**src/bcbd_regs.vh**
```
/*
 * opcode encodings, field positions and widths for the bit, compare-skip and
 * branch decoder. assumes 9-bit instruction words and 4-bit data nibbles.
 */
`ifndef BCBD_REGS_VH
`define BCBD_REGS_VH

`define BCBD_IW          9
`define BCBD_SET_BASE    9'h05c
`define BCBD_CLR_BASE    9'h04c
`define BCBD_TST_BASE    9'h020
`define BCBD_BIT_MASK    9'h1fc
`define BCBD_CMP_MEM     9'h026
`define BCBD_CMP_IMM     9'h025
`define BCBD_IMM_BASE    9'h0b0
`define BCBD_IMM_MASK    9'h1f0
`define BCBD_FAR_BASE    9'h030
`define BCBD_FAR_MASK    9'h1f0
`define BCBD_IDX_NEAR    9'h001
`define BCBD_IDX_FAR     9'h010
`define BCBD_JMP_MSB     8
`define BCBD_JMP_LSB     7
`define BCBD_TGT_MSB     6
`define BCBD_IDX_MSB     6
`define BCBD_IDX_LSB     4
`define BCBD_PAGE_MSB    2
`define BCBD_BIT_MSB     1
`define BCBD_NIB_MSB     3
`define BCBD_PCL_RST     7'h00
`define BCBD_PCH_RST     3'h0
`define BCBD_JMP_TAG     2'b11
`define BCBD_NIB_RST     4'h0

`endif

```
**src/bcbd_bit_unit.v**
```verilog
/*
 * bit unit: sets, clears or reads one bit of a data nibble.
 * assumes the nibble is the word at the data pointer, valid this cycle.
 */
`timescale 1ns/100ps
`include "bcbd_regs.vh"

module bcbd_bit_unit (
  input  wire [3:0] nib_i,
  input  wire [1:0] sel_i,
  input  wire       set_i,
  output wire [3:0] set_nib_o,
  output wire [3:0] clr_nib_o,
  output wire       bit_o
);
  // one-hot mask for the chosen bit
  wire [3:0] mask;
  assign mask      = 4'h1 << sel_i;
  assign set_nib_o = nib_i | mask;
  assign clr_nib_o = nib_i & ~mask;
  assign bit_o     = |(nib_i & mask) & (set_i | ~set_i);
endmodule // bcbd_bit_unit

```
**src/bcbd_core.v**
```verilog
/*
 * bit / compare-skip / branch executor of a 4-bit core.
 * assumes one instruction word per enable pulse from program memory, and an
 * asynchronous data-memory read of the nibble at the data pointer.
 * assumes the fetch side increments the pc itself and gates its own decode
 * with skip_o; this block only loads jump targets.
 * a memory write lands one edge after its word, so a bit op followed at once
 * by a read of the same nibble sees the old value; leave one word between.
 */
// Overview of operation
// - set_mem_bit forces chosen memory bit high
// - clear_mem_bit forces chosen memory bit low
// - skip_if_bit_zero skips when bit is zero
// - skip_if_acc_eq_mem skips on equality, carry untouched
// - skip_if_acc_eq_imm two words, skips on match
// - in-page jump loads low pc part
// - far_jump loads page and low part
// - indexed jump uses a6..a4 and accumulator
// - indexed_far_jump takes page from second word
// - page numbers limited to 0..7
`timescale 1ns/100ps
`include "bcbd_regs.vh"

module bcbd_core #(
  parameter PAGE_W = 3
) (
  input  wire                 core_clk_i,
  input  wire                 sys_rst_i,
  input  wire                 instr_en_i,
  input  wire [8:0]           instr_i,
  input  wire [3:0]           acc_i,
  input  wire [3:0]           mem_rd_i,
  output reg  [3:0]           mem_wr_data_o,
  output reg                  mem_wr_o,
  output reg  [6:0]           pc_low_part_o,
  output reg  [PAGE_W-1:0]    pc_page_part_o,
  output reg                  skip_o
);

  // second-word states, one-hot
  localparam ST_IDLE = 5'b00001;
  localparam ST_IMM  = 5'b00010;
  localparam ST_FAR  = 5'b00100;
  localparam ST_IDXN = 5'b01000;
  localparam ST_IDXF = 5'b10000;

  reg [4:0]        state_r;
  reg [4:0]        state_nxt;
  reg [PAGE_W-1:0] page_r;
  reg [PAGE_W-1:0] page_nxt;
  reg              skip_r;
  reg              skip_nxt;
  reg              skip2_r;
  reg              skip2_nxt;
  reg [6:0]        pcl_nxt;
  reg [PAGE_W-1:0] pch_nxt;
  reg [3:0]        wd_nxt;
  reg              we_nxt;

  wire [3:0] set_nib;
  wire [3:0] clr_nib;
  wire       sel_bit;

  // true when the word is a two-word opcode leader
  function is_two_word;
    input [8:0] w;
    begin
      is_two_word = (w == `BCBD_CMP_IMM) || (w == `BCBD_IDX_NEAR) || (w == `BCBD_IDX_FAR) ||
                    ((w & `BCBD_FAR_MASK) == `BCBD_FAR_BASE);
    end
  endfunction

  // true when the word belongs to a bit-indexed group
  function bit_op;
    input [8:0] w;
    input [8:0] base;
    begin
      bit_op = (w & `BCBD_BIT_MASK) == base;
    end
  endfunction

  bcbd_bit_unit u_bit (
    .nib_i     (mem_rd_i),
    .sel_i     (instr_i[`BCBD_BIT_MSB:0]),
    .set_i     (1'b1),
    .set_nib_o (set_nib),
    .clr_nib_o (clr_nib),
    .bit_o     (sel_bit)
  );

  // opcode class decode of the word on the bus
  wire is_jump  = (instr_i[`BCBD_JMP_MSB:`BCBD_JMP_LSB] == `BCBD_JMP_TAG);
  wire dec_set  = bit_op(instr_i, `BCBD_SET_BASE);
  wire dec_clr  = bit_op(instr_i, `BCBD_CLR_BASE);
  wire dec_tst  = bit_op(instr_i, `BCBD_TST_BASE);
  wire dec_cmpm = (instr_i == `BCBD_CMP_MEM);
  wire dec_cmpi = (instr_i == `BCBD_CMP_IMM);
  wire dec_far  = ((instr_i & `BCBD_FAR_MASK) == `BCBD_FAR_BASE);
  wire dec_idxn = (instr_i == `BCBD_IDX_NEAR);
  wire dec_idxf = (instr_i == `BCBD_IDX_FAR);
  wire imm_ok   = ((instr_i & `BCBD_IMM_MASK) == `BCBD_IMM_BASE);

  // a live first word: not dropped and not the tail of a two-word op;
  // gating writes with it keeps a dropped word from touching memory
  wire exec_first = instr_en_i && (state_r == ST_IDLE) && !skip_r && !skip2_r;

  // memory write path; only a live first word may write
  always @* begin
    wd_nxt = mem_wr_data_o;
    we_nxt = 1'b0;
    if (exec_first && dec_set) begin
      wd_nxt = set_nib;
      we_nxt = 1'b1;
    end else if (exec_first && dec_clr) begin
      wd_nxt = clr_nib;
      we_nxt = 1'b1;
    end
  end

  // decode and execute one word per enable
  always @* begin
    state_nxt = state_r;
    page_nxt  = page_r;
    skip_nxt  = skip_r;
    skip2_nxt = skip2_r;
    pcl_nxt   = pc_low_part_o;
    pch_nxt   = pc_page_part_o;
    if (instr_en_i) begin
      case (state_r)
        ST_IDLE: begin
          if (skip_r) begin
            // fetched but dropped; a two-word victim drops its tail too
            skip_nxt  = 1'b0;
            skip2_nxt = is_two_word(instr_i);
          end else if (skip2_r) begin
            skip2_nxt = 1'b0;
          end else if (dec_tst) begin
            skip_nxt = ~sel_bit;
          end else if (dec_cmpm) begin
            skip_nxt = (acc_i == mem_rd_i);
          end else if (dec_cmpi) begin
            state_nxt = ST_IMM;
          end else if (dec_far) begin
            page_nxt  = instr_i[PAGE_W-1:0];
            state_nxt = ST_FAR;
          end else if (dec_idxn) begin
            state_nxt = ST_IDXN;
          end else if (dec_idxf) begin
            state_nxt = ST_IDXF;
          end else if (is_jump) begin
            pcl_nxt = instr_i[`BCBD_TGT_MSB:0];
          end
        end
        ST_IMM: begin
          // malformed second word is ignored rather than compared
          if (imm_ok)
            skip_nxt = (acc_i == instr_i[`BCBD_NIB_MSB:0]);
          state_nxt = ST_IDLE;
        end
        ST_FAR: begin
          pch_nxt   = page_r;
          pcl_nxt   = instr_i[`BCBD_TGT_MSB:0];
          state_nxt = ST_IDLE;
        end
        ST_IDXN: begin
          pcl_nxt   = {instr_i[`BCBD_IDX_MSB:`BCBD_IDX_LSB], acc_i};
          state_nxt = ST_IDLE;
        end
        ST_IDXF: begin
          pch_nxt   = instr_i[`BCBD_PAGE_MSB:0];
          pcl_nxt   = {instr_i[`BCBD_IDX_MSB:`BCBD_IDX_LSB], acc_i};
          state_nxt = ST_IDLE;
        end
        default: state_nxt = ST_IDLE;
      endcase
    end
  end

  // sequencer state: word position, latched page and drop flags
  always @(posedge core_clk_i or posedge sys_rst_i) begin
    if (sys_rst_i) begin
      state_r <= ST_IDLE;
      page_r  <= `BCBD_PCH_RST;
      skip_r  <= 1'b0;
      skip2_r <= 1'b0;
    end else begin
      state_r <= state_nxt;
      page_r  <= page_nxt;
      skip_r  <= skip_nxt;
      skip2_r <= skip2_nxt;
    end
  end

  // program counter parts; only jumps load them
  always @(posedge core_clk_i or posedge sys_rst_i) begin
    if (sys_rst_i) begin
      pc_low_part_o  <= `BCBD_PCL_RST;
      pc_page_part_o <= `BCBD_PCH_RST;
    end else begin
      pc_low_part_o  <= pcl_nxt;
      pc_page_part_o <= pch_nxt;
    end
  end

  // memory write port; the strobe is a one-cycle pulse, so the nibble
  // lands one edge after the word that asked for it
  always @(posedge core_clk_i or posedge sys_rst_i) begin
    if (sys_rst_i) begin
      mem_wr_data_o <= `BCBD_NIB_RST;
      mem_wr_o      <= 1'b0;
    end else begin
      mem_wr_data_o <= wd_nxt;
      mem_wr_o      <= we_nxt;
    end
  end

  // skip output mirrors both drop flags so the fetch side can gate its decode
  always @(posedge core_clk_i or posedge sys_rst_i) begin
    if (sys_rst_i)
      skip_o <= 1'b0;
    else
      skip_o <= skip_nxt | skip2_nxt;
  end
endmodule // bcbd_core

```
**config.mk**
```make
export PLATFORM = sky130hd
export DESIGN_NAME = bcbd_core
export DESIGN_NICKNAME = d
export VERILOG_FILES = /design/src/bcbd_bit_unit.v /design/src/bcbd_core.v
export VERILOG_INCLUDE_DIRS = /design/src
export SDC_FILE = /design/constraint.sdc
export NUM_CORES = 1
export LEC_CHECK = 0
export ABC_AREA = 1
export BUFFER_PORTS_ARGS = -buffer_cell sky130_fd_sc_hd__buf_2
export CORE_MARGIN = 2
export CORE_UTILIZATION = 40
export DETAILED_ROUTE_END_ITERATION = 12
export MAX_ROUTING_LAYER = met4
export SLEW_MARGIN = 25
export SYNTH_ARGS = -nofsm -noshare
export SYNTH_HDL_FRONTEND = slang
export SYNTH_SLANG_ARGS = --single-unit
```
**constraint.sdc**
```tcl
create_clock -name core_clk_i -period 4 [get_ports core_clk_i]
set_input_delay 0.4 -clock core_clk_i [delete_from_list [all_inputs] [get_ports core_clk_i]]
set_output_delay 0.4 -clock core_clk_i [all_outputs]
set_load 0.02 [all_outputs]
```
==> reports/results.ini <==
[status]
status=finished, final reports clean

[die]
start_util=0.409
die_y_um=70.1
die_w_um=70.1
core_um2=4260
die-area_um2=4910
rows=24
ios=36

[clock_tree]
path_clk_slew_ns=0.10
ctsHoldBuffers=0
cts_tree=yes
root_buffer=clkbuf_8
cts_max_path_buffers=2
cts_max_level=1
cts.sinks=26
postCtsSetupRepairBufs=0
cts_made_buffers=3
cts_resized=0
clk_latency_ns=0.28

[global_route]
top_usage_layer=met2
antenna_found_initial=0
track_usage=0.177
grtUsageMet2=0.275
grtUsageMet3=0.0231
grt_max_degree=27
use_met1=0.245
grt_overflow=0
grt_pass1_wl_um=6800
grt_pass1_vias=1497

[placed_design]
dpl_worst_slack_ns=2.33
io_buffers=35
place_congestion=0.861
hpwl_um=3070

[timing]
finalHoldViolCount=0
layout_setup_ws_ns=2.34
timing.final.crit_period_ns=1.66
setup_viol=0
min_period_over_period=0.415
max_slew_margin=0.617
skew_ns=0.0106
timing.fmax_mhz=603
worst_slew_pin_slew_ns=0.574
maxSlewViolCount=0
hold_slack_ns=0.162
rsz0062_at_grt=no
fin_tns_setup_ns=0

[worst_setup_path]
timing.critical_path.buf_inv=4
cp_slowest_cell=dfstp_2
reg2reg_from=state_r[0]$_DFFE_PP1P_
crit_top_cell=inv_1
cp_top_family=flip-flops
end_kind=register
crit_fanout=9
start_kind=register
critical_path_class=reg -> reg
cp_slowest_stage_delay_ns=0.56
crit_path_start=state_r[0]$_DFFE_PP1P_
cp_data_arrival_time_ns=1.83
path_cells=inv_1, nor2_1, nand3_2, inv_2, nand2_1, inv_1, nand2_1, o21ai_1, inv_1
required_ns=4.17

[route]
drtIter0Drc=68
vias_per_cell=4.75
vias=1587
ant_nets=0
wl_um=3930
drtPass1Iterations=4
wl_per_cell_um=11.8
drc=0

[logic_synthesis]
synth-xor-area-share=0.0201
synth_edf_count=0
ys_seq_elements=26
synth_top_area_cell=dfrtp_1
yosys.area_share.adder=0
ys_seq_area_frac=0.373
synth_area_per_cell_um2=7.07
synth_area_um2=1750
synthDominantCellAreaShare=0.358
synth_cell_types=30
synth_top_family_by_area=simple AND/OR/NAND/NOR gates
yosys_warnings=0
async_flop_share=1.00
synthMuxAreaShare=0
synthCells=247
ys.flop_type=dfrtp_1
synth-compound-area-share=0.130
synthTopCellsByArea=dfrtp_1, nand2_1, inv_1, nor2_1, nand3_1
synth-simple-area-share=0.374
synth.net_count=267

[power]
p_per_area_nw_per_um2=488
leakagePower_uw=0.00112
ir_worst_vdd_v=0.000254

[cells_and_area]
final_layout_size_suffix_gt1_frac=0.248
syn_to_final_growth_pct=16.2
diodes=0
layout_common_cells=nand2_1, buf_2, inv_1, nor2_1, dfrtp_1
final_nets=303
final_common_cell=nand2_1

[flow_run]
max_cap_violations=0

[min_path]
hold_class=in -> async

layer usage:
layer | routed length (um) | up-vias
li1 | - | 848
met4 | 46 | 0
met3 | 126 | 6
met1 | 2000 | 703
met2 | 1760 | 30
met5 | 0 | -
final timing paths:
| check | slack (ns) | endpoint | cells after the start |
|---|---|---|---|
| hold reg to reg | 0.49 | pc_low_part_o[4]$_DFFE_PP0P_ | 2 |
| min in group core_clk_i | 0.42 | skip_r$_DFF_PP0_ | 3 |
| setup reg to reg | 2.34 | mem_wr_data_o[0]$_DFFE_PP0P_ | 9 |
| setup / recovery | 2.34 | mem_wr_data_o[0]$_DFFE_PP0P_ | 9 |
| max in group asynchronous | 3.45 | state_r[0]$_DFFE_PP1P_ | 2 |
| hold / removal | 0.16 | pc_low_part_o[4]$_DFFE_PP0P_ | 2 |
flip-flops by register name, indices dropped and copies added (netlist names):
register	count
pc_page_part_o	3
page_r	3
mem_wr_o	1
pc_low_part_o	7
mem_wr_data_o	4
skip2_r	1
state_r	5
skip_o	1
skip_r	1
power breakdown:
group          total (uW)  internal, uW  switching (uW)
clock                 224           134            89.7
sequential            379           336            43.6
combinational         387           139             248
stage by stage:
stage / std cells / cell area (um2) / total power [uW] / util
after floorplan: 247 / 1750 / 669 / -
after global placement: 330 / 1960 / 774 / 0.459
after detailed placement: 330 / 1960 / 775 / 0.459
after CTS: 334 / 2030 / 1000 / 0.476
after global routing: 334 / 2030 / 1060 / 0.476
final: 334 / 2030 / 990 / 0.476
synthesized netlist by cell type (2+ instances only):
cell / number
a21oi_1: 2
buf_2: 2
dfrtp_1: 25
inv_1: 35
inv_2: 5
nand2_1: 72
nand2_2: 5
nand3_1: 13
nand3_2: 3
nand4_1: 5
nor2_1: 32
nor2_4: 3
nor3_1: 2
o211ai_1: 4
o21a_1: 3
o21ai_0: 7
o21ai_1: 7
o21ai_2: 7
xor2_1: 4
cells by family after synthesis:
kind of cell / after synthesis
AND/OR/NAND/NOR: 140
buffers and inverters: 44
AO/OA/AOI/OAI: 33
flip-flops: 26
XOR/XNOR: 4
layout make-up:
type	count	area [um2]
Fill cell	438	2240
Timing Repair Buffer	35	175
Clock buffer	3	41.3
Sequential cell	26	652
Tap cell	52	65.1
Inverter	40	150
Clock inverter	1	30.0
Multi-Input combinational cell	177	915
No activity file was read; power rests on OpenSTA's default activity.
